## config.mk

```make
export PLATFORM = sky130hd
export DESIGN_NAME = indirect_address_mapper
export DESIGN_NICKNAME = d
export VERILOG_FILES = /design/src/rtl/iam_pkg.sv /design/src/rtl/indirect_address_mapper.sv /design/src/rtl/linear_map.sv
export VERILOG_INCLUDE_DIRS = /design/src /design/src/rtl
export SDC_FILE = /design/constraint.sdc
export NUM_CORES = 1
export LEC_CHECK = 0
export BUFFER_PORTS_ARGS = -buffer_cell sky130_fd_sc_hd__buf_4
export CAP_MARGIN = 10
export CORE_ASPECT_RATIO = 0.75
export CORE_MARGIN = 2
export CORE_UTILIZATION = 50
export DETAILED_ROUTE_END_ITERATION = 10
export PLACE_DENSITY = 0.81
export SLEW_MARGIN = 30
export SYNTH_ARGS = -nofsm -noshare
export SYNTH_HDL_FRONTEND = slang
export SYNTH_SLANG_ARGS = --single-unit
```

## constraint.sdc

```tcl
create_clock -name MCLK -period 2.02 [get_ports MCLK]
set_input_delay 0.202 -clock MCLK [delete_from_list [all_inputs] [get_ports MCLK]]
set_output_delay 0.202 -clock MCLK [all_outputs]
set_load 0.005 [all_outputs]
```

## src/rtl/iam_params.svh

```systemverilog
/*
  Address map constants for the indirect access mapper.
  Assumes inclusion by bare name from the design files only.
*/
`ifndef IAM_PARAMS_SVH
`define IAM_PARAMS_SVH

// banked data space
`define BANK_TOP        16'h0fff
`define BANK_OFF_W      7
`define PORT_SLOT0      7'h00
`define PORT_SLOT1      7'h01
`define ZERO_BYTE       8'h00

// linear view of general purpose ram
`define LIN_BASE        16'h2000
`define LIN_TOP         16'h29af
`define RAM_BLOCK_BYTES 12'd80
`define RAM_BANK_BASE   7'h20
`define RAM_BANKS_IMPL  5'd13

// program flash view
`define FLASH_SEL_BIT   15

// eeprom view
`define EE_HIGH         8'h70

`endif

```

## src/rtl/iam_pkg.sv

```systemverilog
/*
  Types shared by the indirect access mapper files.
  Assumes nothing of its surroundings.
*/
package iam_pkg;

  typedef enum logic [2:0] {
    REG_NULL,
    REG_BANK,
    REG_LINEAR,
    REG_FLASH,
    REG_EEPROM
  } region_t;

  typedef enum logic [1:0] {
    ST_IDLE,
    ST_ISSUE,
    ST_EXTRA,
    ST_LATCH
  } state_t;

endpackage

```

## src/rtl/indirect_address_mapper.sv

```systemverilog
/*
  Indirect data port address mapper: routes core accesses to banked
  ram, linear ram view, flash low byte or eeprom.
  Assumes memories return read data the cycle after their strobe and
  hold it until their next strobe; one core access at a time.
*/
// Overview of operation
// port access reaches the location the pointer currently holds
// pointer at an indirect port slot reads zero, write suppressed
// pointer is high byte concatenated with low byte, 16 bits
// 0x000 to 0xfff map one-to-one onto absolute banked addresses
// 0x2000 to 0x29af map onto the 80-byte ram blocks of banks
// linear reads of unimplemented memory return 0x00
// linear window runs straight on into the next bank's block
// common memory is left out of the linear window
// pointer msb set selects a flash word with the low 15 bits
// flash reads deliver only the low eight bits
// writes into the flash view never modify flash
// any flash view access takes one extra cycle
// high byte 0x70 selects an eeprom byte by the low byte
// writes into the eeprom view leave eeprom unchanged
// eeprom view reads take one extra cycle
// unmapped pointers read zero and discard writes
`timescale 1ns/1ps
`default_nettype none
`include "iam_params.svh"

module indirect_address_mapper
  import iam_pkg::*;
(
  input  wire logic        MCLK,
  input  wire logic        RESET_N,
  input  wire logic        ACC_REQ,
  input  wire logic        ACC_WRITE,
  input  wire logic [7:0]  PTR_HIGH,
  input  wire logic [7:0]  PTR_LOW,
  input  wire logic [7:0]  WR_DATA,
  output logic             ACC_BUSY,
  output logic             ACC_DONE,
  output logic      [7:0]  RD_DATA,
  output logic      [11:0] BANK_ADDR,
  output logic             BANK_RD,
  output logic             BANK_WR,
  output logic      [7:0]  BANK_WDATA,
  input  wire logic [7:0]  BANK_RDATA,
  output logic      [14:0] FLASH_ADDR,
  output logic             FLASH_RD,
  input  wire logic [13:0] FLASH_RDATA,
  output logic      [7:0]  EE_ADDR,
  output logic             EE_RD,
  input  wire logic [7:0]  EE_RDATA
);

  logic [15:0] ptr;
  logic [11:0] lin_addr;
  logic        lin_window;
  logic        lin_impl;
  logic        take;
  logic        slot_hit;
  logic        need_extra;
  region_t     decoded;

  state_t      state;
  state_t      next_state;
  region_t     region;
  region_t     next_region;
  logic        wr;
  logic        next_wr;
  logic        done;
  logic        next_done;
  logic [7:0]  rd_data;
  logic [7:0]  next_rd_data;
  logic [11:0] bank_addr;
  logic [11:0] next_bank_addr;
  logic [14:0] flash_addr;
  logic [14:0] next_flash_addr;
  logic [7:0]  ee_addr;
  logic [7:0]  next_ee_addr;
  logic [7:0]  wdata;
  logic [7:0]  next_wdata;

  assign ptr  = {PTR_HIGH, PTR_LOW};
  assign take = ACC_REQ && (state == ST_IDLE);

  linear_map u_linear_map (
    .ptr         (ptr),
    .abs_addr    (lin_addr),
    .in_window   (lin_window),
    .implemented (lin_impl)
  );

  // an indirect port slot repeats at the same offset in every bank
  assign slot_hit = (ptr[`BANK_OFF_W-1:0] == `PORT_SLOT0) ||
                    (ptr[`BANK_OFF_W-1:0] == `PORT_SLOT1);

  always_comb begin
    if (ptr[`FLASH_SEL_BIT]) begin
      decoded = REG_FLASH;
    end else if (PTR_HIGH == `EE_HIGH) begin
      decoded = REG_EEPROM;
    end else if (ptr <= `BANK_TOP) begin
      decoded = slot_hit ? REG_NULL : REG_BANK;
    end else if (lin_window && lin_impl) begin
      decoded = REG_LINEAR;
    end else begin
      decoded = REG_NULL;
    end
  end

  // flash costs a cycle either way; eeprom only when read
  assign need_extra = (region == REG_FLASH) ||
                      ((region == REG_EEPROM) && !wr);

  always_comb begin
    next_state      = state;
    next_region     = region;
    next_wr         = wr;
    next_done       = 1'b0;
    next_rd_data    = rd_data;
    next_bank_addr  = bank_addr;
    next_flash_addr = flash_addr;
    next_ee_addr    = ee_addr;
    next_wdata      = wdata;
    case (state)
      ST_IDLE: begin
        if (ACC_REQ) begin
          next_state      = ST_ISSUE;
          next_region     = decoded;
          next_wr         = ACC_WRITE;
          next_wdata      = WR_DATA;
          next_flash_addr = ptr[14:0];
          next_ee_addr    = PTR_LOW;
          if (decoded == REG_LINEAR) begin
            next_bank_addr = lin_addr;
          end else begin
            next_bank_addr = ptr[11:0];
          end
        end
      end
      ST_ISSUE: begin
        next_state = need_extra ? ST_EXTRA : ST_LATCH;
      end
      ST_EXTRA: begin
        next_state = ST_LATCH;
      end
      ST_LATCH: begin
        next_state = ST_IDLE;
        next_done  = 1'b1;
        if (!wr) begin
          case (region)
            REG_BANK:   next_rd_data = BANK_RDATA;
            REG_LINEAR: next_rd_data = BANK_RDATA;
            REG_FLASH:  next_rd_data = FLASH_RDATA[7:0];
            REG_EEPROM: next_rd_data = EE_RDATA;
            default:    next_rd_data = `ZERO_BYTE;
          endcase
        end
      end
      default: begin
        next_state = ST_IDLE;
      end
    endcase
  end

  always_ff @(posedge MCLK or negedge RESET_N) begin
    if (!RESET_N) begin
      state      <= ST_IDLE;
      region     <= REG_NULL;
      wr         <= 1'b0;
      done       <= 1'b0;
      rd_data    <= 8'h00;
      bank_addr  <= 12'h000;
      flash_addr <= 15'h0000;
      ee_addr    <= 8'h00;
      wdata      <= 8'h00;
    end else begin
      state      <= next_state;
      region     <= next_region;
      wr         <= next_wr;
      done       <= next_done;
      rd_data    <= next_rd_data;
      bank_addr  <= next_bank_addr;
      flash_addr <= next_flash_addr;
      ee_addr    <= next_ee_addr;
      wdata      <= next_wdata;
    end
  end

  assign ACC_BUSY   = (state != ST_IDLE);
  assign ACC_DONE   = done;
  assign RD_DATA    = rd_data;
  assign BANK_ADDR  = bank_addr;
  assign BANK_WDATA = wdata;
  assign FLASH_ADDR = flash_addr;
  assign EE_ADDR    = ee_addr;

  // null region never strobes, so slot and hole writes vanish
  assign BANK_RD = (state == ST_ISSUE) && !wr &&
                   ((region == REG_BANK) || (region == REG_LINEAR));
  assign BANK_WR = (state == ST_ISSUE) && wr &&
                   ((region == REG_BANK) || (region == REG_LINEAR));
  // no write strobe exists toward flash or eeprom at all
  assign FLASH_RD = (state == ST_ISSUE) && !wr &&
                    (region == REG_FLASH);
  assign EE_RD    = (state == ST_ISSUE) && !wr &&
                    (region == REG_EEPROM);
endmodule // indirect_address_mapper
`default_nettype wire

```

## src/rtl/linear_map.sv

```systemverilog
/*
  Linear ram window translation: pointer to absolute banked address.
  Assumes the caller checks the pointer lies in the linear window.
*/
`timescale 1ns/1ps
`default_nettype none
`include "iam_params.svh"

module linear_map (
  input  wire logic [15:0] ptr,
  output logic      [11:0] abs_addr,
  output logic             in_window,
  output logic             implemented
);

  logic [15:0] offset;
  logic [11:0] bank_no;
  logic [11:0] index;

  assign in_window = (ptr >= `LIN_BASE) && (ptr <= `LIN_TOP);
  assign offset    = ptr - `LIN_BASE;
  // constant divide: small, and keeps the bank step exact at 80 bytes
  assign bank_no   = offset[11:0] / `RAM_BLOCK_BYTES;
  assign index     = offset[11:0] % `RAM_BLOCK_BYTES;
  // common ram sits above the 80-byte block, so it never appears
  assign abs_addr  = {bank_no[4:0],
                      7'(`RAM_BANK_BASE + index[6:0])};
  assign implemented = bank_no[4:0] < `RAM_BANKS_IMPL;

endmodule // linear_map
`default_nettype wire

```

# Word level (Yosys, flattened, before mapping)
# Cells that the tools add are included.
[totals]
ff_bits = 58
output_inout_bits = 57
[op_classes]
n_eq_ne = 11
reduce_logical = 19
mux = 11
magnitude_cmp = 4
add_sub_neg = 2
n_bitwise = 1
div_mod_pow = 2
[op_table]
columns = ["op", "count"]
rows = [
  ["one-hot mux 8 bit (3 select lines)", 1],
  [">= comparator 16 x 14 -> 1 bit (second input constant)", 1],
  ["<= comparator 16 x 12 -> 1 bit (second input constant)", 1],
  ["<= comparator 16 x 14 -> 1 bit (second input constant)", 1],
  ["divider 12 x 7 -> 12 bit (second input constant)", 1],
  ["remainder unit 12 x 7 -> 12 bit (second input constant)", 1],
  ["two-way mux 12 bit", 1],
  ["subtractor 12 x 1 -> 12 bit (second input constant)", 1],
  ["== test 3 x 2 -> 1 bit (second input constant)", 3],
  ["logical AND 1 bit", 9],
  ["== test 8 x 7 -> 1 bit (second input constant)", 1],
  ["one-hot mux 2 bit (4 select lines)", 1],
  ["adder 6 x 7 -> 7 bit (first input constant)", 1],
  ["== test 7 x 1 -> 1 bit (second input constant)", 1],
  ["logical NOT 7 bit", 1],
  ["two-way mux 2 bit", 3],
  ["two-way mux 3 bit", 2],
  ["< comparator 5 x 4 -> 1 bit (second input constant)", 1],
  ["== test 2 bit (second input constant)", 2],
  ["AND reduction 2 bit", 2],
  ["== test 3 x 1 -> 1 bit (second input constant)", 1],
  ["== test 3 bit (second input constant)", 1],
  ["logical OR 1 bit", 3],
  ["two-way mux 1 bit", 3],
  ["7 further kinds", 7],
]

# Depth between registers and ports, before layout
[logic_depth]
ltp_word = 10
ltp_mapped = 10

# Hierarchy
# Synthesis repeated with hierarchy kept, for this count alone.
[unflattened]
cells_unflattened = 410
area_unflattened_um2 = 3459.6
[by_module_without_submodules]
columns = ["module", "instances", "cells_per_inst", "area_each_um2"]
rows = [
  ["indirect_address_mapper", 1, 268, 2488.6],
  ["linear_map", 1, 142, 970.9],
]

# Worst setup path after synthesis
# Ideal clock, no wire load.
[synth_path]
path_kind = "input -> register"
startpoint = "in PTR_HIGH[0]"
endpoint = "reg bank_addr[8] (netlist: BANK_ADDR[8])"
arrival_time_ns = 1.788
path_stages = 9
setup_slack_ns = 0.098
setup_ns = 0.135
cell_sequence = "buf_6 -> nand2b_1 -> buf_6 -> o22ai_4 -> a22o_4 -> nor2_4 -> maj3_2 -> a2111oi_2 -> o31ai_1"
[synth_between]
elab_chain_cells = 10
[synth_rtl]
columns = ["element", "line_no", "text"]
rows = [
  ["from (decl)", "indirect_address_mapper.sv:35", "input wire logic [7:0] PTR_HIGH,"],
  ["subtractor 12 x 1 -> 12 bit (no line)", "--", ""],
  ["divider 12 x 7 -> 12 bit (no line)", "--", ""],
  ["< comparator 5 x 4 -> 1 bit (no line)", "--", ""],
  ["logical AND 1 bit", "indirect_address_mapper.sv:103", "end else if (lin_window && lin_impl) begin"],
  ["two-way mux 2 bit", "indirect_address_mapper.sv:103", ""],
  ["two-way mux 2 bit", "indirect_address_mapper.sv:101", "end else if (ptr <= `BANK_TOP) begin"],
  ["two-way mux 3 bit", "indirect_address_mapper.sv:99", "end else if (PTR_HIGH == `EE_HIGH) begin"],
  ["two-way mux 3 bit", "indirect_address_mapper.sv:97", "if (ptr[`FLASH_SEL_BIT]) begin"],
  ["== test 3 x 2 -> 1 bit", "indirect_address_mapper.sv:133", "if (decoded == REG_LINEAR) begin"],
  ["two-way mux 12 bit (*)", "indirect_address_mapper.sv:133", ""],
  ["to (signal assigned)", "indirect_address_mapper.sv:182", "bank_addr <= next_bank_addr;"],
  ["to (decl)", "indirect_address_mapper.sv:73", "logic [11:0] bank_addr;"],
]
# Mark *: on every way between the ends. The rest lies on a longest branch, timed or not.
# A chain may end at the register's enable or synchronous reset.

# Final worst setup path
[layout_path]
startpoint = "in PTR_HIGH[3]"
endpoint = "reg bank_addr[6] (netlist: BANK_ADDR[6])"
# The elaborated chain is that of the path after synthesis.

==> flow_metrics.py <==
metrics = {
    "cts": {
        "clkLatencyLatePin_ns": 0.30,
        "cts_root_buf": "clkbuf_8",
        "cts_resized": 0,
        "clk_path_buf_depth": 2,
        "cts_made_buffers": 5,
        "clock_sinks": 47,
        "tritoncts": "yes",
        "path_clk_slew_ns": 0.09,
        "htreeDepth": 2,
    },
    "die": {
        "ios": 115,
        "initial_utilization_pct": 51.1,
        "rows": 25,
        "core_um2": 6190,
        "fp.dieH_um": 72.9,
        "dieArea_um2": 6980,
        "die-width_um": 95.8,
    },
    "final_layout": {
        "nFillCells": 507,
        "stdcell_count": 574,
        "mostFrequentLayoutCells": "149 x buf_4, 96 x nand2_1, 47 x dfrtp_1",
        "diodes": 0,
        "layout_commonest_cell": "buf_4",
        "fin_util_pct": 68.8,
        "nets": 554,
        "syn2layout_area_growth_pct": 34.8,
        "multi_input_area_um2": 1740,
        "layout-drive-gt1-share_pct": 37.9,
        "seq_area_um2": 1180,
    },
    "worst_setup_path": {
        "crit_arrival_ns": 1.99,
        "cp.required_ns": 2.20,
        "startpoint_type": "primary input",
        "cp_slowest_cell": "nor4_1",
        "slowest_delay_ns": 0.39,
        "crit_buf_inv": 2,
        "end_kind": "flip-flop",
        "crit_chain": "buf_4, buf_4, and4b_4, a211oi_2, a31oi_4, nor4_1, a31oi_1, a32oi_1, o21ai_1",
        "path_class": "primary input to flip-flop",
        "cp_top_family": "compound AO/OA/AOI/OAI gates",
        "cp_common_cell": "buf_4",
        "critPathMaxFanout": 9,
    },
    "synth": {
        "yosys_most_used_dff": "dfrtp_1",
        "synth_cell_types": 78,
        "synth_seq_cells": 47,
        "yosysWarnings": 0,
        "yosys.area_share.adder_pct": 1.94,
        "synthXorXnorAreaFrac_pct": 1.39,
        "synthesis.nets": 434,
        "syn-cell-area_um2": 3160,
        "synth-simple-area-share_pct": 25.8,
        "syn_area_per_cell_um2": 8.50,
        "synthMuxAreaShare_pct": 1.50,
        "ys_async_sr_fraction_pct": 100,
        "ys_seq_area_share_pct": 37.2,
        "synth_top_family_by_area": "simple AND/OR/NAND/NOR gates",
        "synth-compound-area-share_pct": 24.4,
        "netlist_instances": 372,
        "synth_edf_count": 0,
    },
    "drt": {
        "firstDrtPassIters": 5,
        "initialDrtViolationCount": 237,
        "postRouteWirelength_um": 8920,
        "num_vias": 3254,
        "wire_per_inst_um": 15.5,
        "vias_per_cell": 5.67,
        "ant_nets": 0,
        "drcViolationCount": 0,
    },
    "global_routing": {
        "grt_overflow": 0,
        "grt_pass1_wl_um": 14100,
        "grt_use_total_pct": 25.8,
        "grt_pass1_vias": 2848,
        "grt_max_degree": 48,
        "antenna_found_initial": 0,
    },
    "sta": {
        "rsz0062_at_grt": "no",
        "relSlewSlack_pct": 60.5,
        "setup_viol": 0,
        "finalHoldViolations": 0,
        "fin_skew_ns": 0.00853,
        "slew_violations": 0,
        "tightest_slew_ns": 0.592,
        "finalWorstPathRequiredPeriod_ns": 1.81,
        "final.setup.worst_slack_ns": 0.206,
        "fmax_ghz": 0.551,
        "fin_crit_sh_pct": 89.8,
    },
    "place": {
        "dp_slack_ns": -0.0476,
        "dp.cells": 565,
        "io_buffers": 108,
        "dp_hpwl_um": 6930,
        "gp_congestion": 0.911,
    },
    "status": {
        "status": "complete, no violations",
    },
    "min_path": {
        "min_path_type": "primary input to flip-flop",
    },
    "flow_run": {
        "max_cap_violations": 0,
    },
    "pwr": {
        "power.share.sequential_pct": 36.5,
        "p_per_area_nw_per_um2": 1080,
        "comb_power_share_pct": 51.1,
        "p_int_w": 0.00285,
        "swShare_pct": 37.9,
        "p_switching_w": 0.00174,
        "p_leak_nw": 2.09,
        "pwr-share-clk_pct": 12.5,
        "ir_worst_vdd_v": 0.000646,
    },
}
final cells by class:
| cell class | instances | share of cell area, % |
|---|---|---|
| flip-flops and latches | 47 | 27.6 |
| multi-input cells | 281 | 40.8 |
| clock inverters | 3 | 0.470 |
| well taps | 81 | 2.38 |
| clock buffers | 5 | 1.61 |
| inverters | 7 | 0.617 |
| repair buffers | 150 | 26.5 |
power by group through the flow:
stage / Clock, W / Sequential (W) / Combinational, W
4_1_cts: 0.000584 / 0.00167 / 0.00236
6_report: 0.000572 / 0.00167 / 0.00234
3_5_place_dp: 0 / 0.00169 / 0.00235
3_3_place_gp: 0 / 0.00167 / 0.00226
2_1_floorplan: 0 / 0.00165 / 0.00126
5_1_grt: 0.000628 / 0.00173 / 0.00261
cells in the mapped netlist, drive strengths merged, types with 2 or more instances:
cell / instances / area (um^2)
nand2: 96 / 360
dfrtp: 47 / 1180
nor2: 27 / 109
buf: 23 / 166
o21ai: 23 / 115
clkbuf: 14 / 52.6
a21oi: 12 / 60.1
a22o: 9 / 87.6
a22oi: 8 / 60.1
inv: 7 / 26.3
a31oi: 6 / 67.6
nand2b: 6 / 37.5
nand3: 6 / 40.0
nor3: 5 / 30.0
a211oi: 4 / 35.0
a21o: 4 / 31.3
ha: 4 / 50.1
nor3b: 4 / 41.3
o31ai: 4 / 30.0
and2: 3 / 18.8
mux2: 3 / 37.5
nand4: 3 / 18.8
nor4: 3 / 18.8
o211ai: 3 / 27.5
o221ai: 3 / 26.3
o22ai: 3 / 38.8
xnor2: 3 / 26.3
and2b: 2 / 17.5
nor2b: 2 / 12.5
nor4b: 2 / 17.5
o2111ai: 2 / 17.5
o21a: 2 / 22.5
o221a: 2 / 22.5
o41ai: 2 / 25.0
or3: 2 / 17.5
xor2: 2 / 17.5
layer usage:
metal  routed length (um)  track usage, %  share of wire, %
met1                 4000            37.3                45
met2                 4070            40.1                46
met3                  701            5.68               7.9
met4                  148            5.24               1.7
met5                    0               0                 0
final timing paths:
| kind | cells past startpoint | from | slack [ns] | end |
|---|---|---|---|---|
| setup / recovery | 9 | PTR_HIGH[3] | 0.21 | BANK_ADDR[6]$_DFFE_PN0P_ |
| hold / removal | 3 | WR_DATA[5] | 0.08 | BANK_WDATA[5]$_DFFE_PN0P_ |
| setup reg to reg | 5 | state[0]$_DFFE_PN0P_ | 0.42 | RD_DATA[1]$_DFFE_PN0P_ |
| hold reg to reg | 2 | BANK_WDATA[5]$_DFFE_PN0P_ | 0.48 | BANK_WDATA[5]$_DFFE_PN0P_ |
| max in group asynchronous | 2 | RESET_N | 1.17 | BANK_ADDR[6]$_DFFE_PN0P_ |
| min in group asynchronous | 2 | RESET_N | 0.44 | RD_DATA[1]$_DFFE_PN0P_ |
tightest hold or removal path, cell delays in order:
cell and delay, ns:
buf_4 0.08, nand2_1 0.04, nand2_1 0.04
flip-flops by register name, summed over array words and instances, names as in the netlist:
register,flops
FLASH_ADDR,12
region,3
state,2
RD_DATA,8
BANK_ADDR,12
BANK_WDATA,8
wr,1
ACC_DONE,1
per-stage QoR:
step / power, W / hold WS, ns / area (um^2) / TNS, ns
final: 0.00459 / 0.0831 / 4260 / 0
after global routing: 0.00497 / 0.0749 / 4260 / 0
after CTS: 0.00462 / 0.0815 / 4260 / 0
after detailed placement: 0.00404 / 0.249 / 4160 / -0.125
after global placement: 0.00393 / 0.245 / 4160 / -0.0213
after floorplan: 0.00291 / -0.0936 / 3160 / 0
kinds of logic (layout without fill, tap and decap cells):
kind of cell             count (synthesis)  in the layout
multiplexers                             4              4
buffers and inverters                   44            165
AO/OA/AOI/OAI                           98             98
adder cells (fa/ha/maj)                  5              5
flip-flops                              47             47
XOR/XNOR                                 5              5
AND/OR/NAND/NOR                        169            169
repair_timing:
action	CTS	global route
buffers inserted	0	0
endpoints found under the hold margin	47	0
hold buffers	1	0
Note: power is estimated with default switching activity, not from simulation.
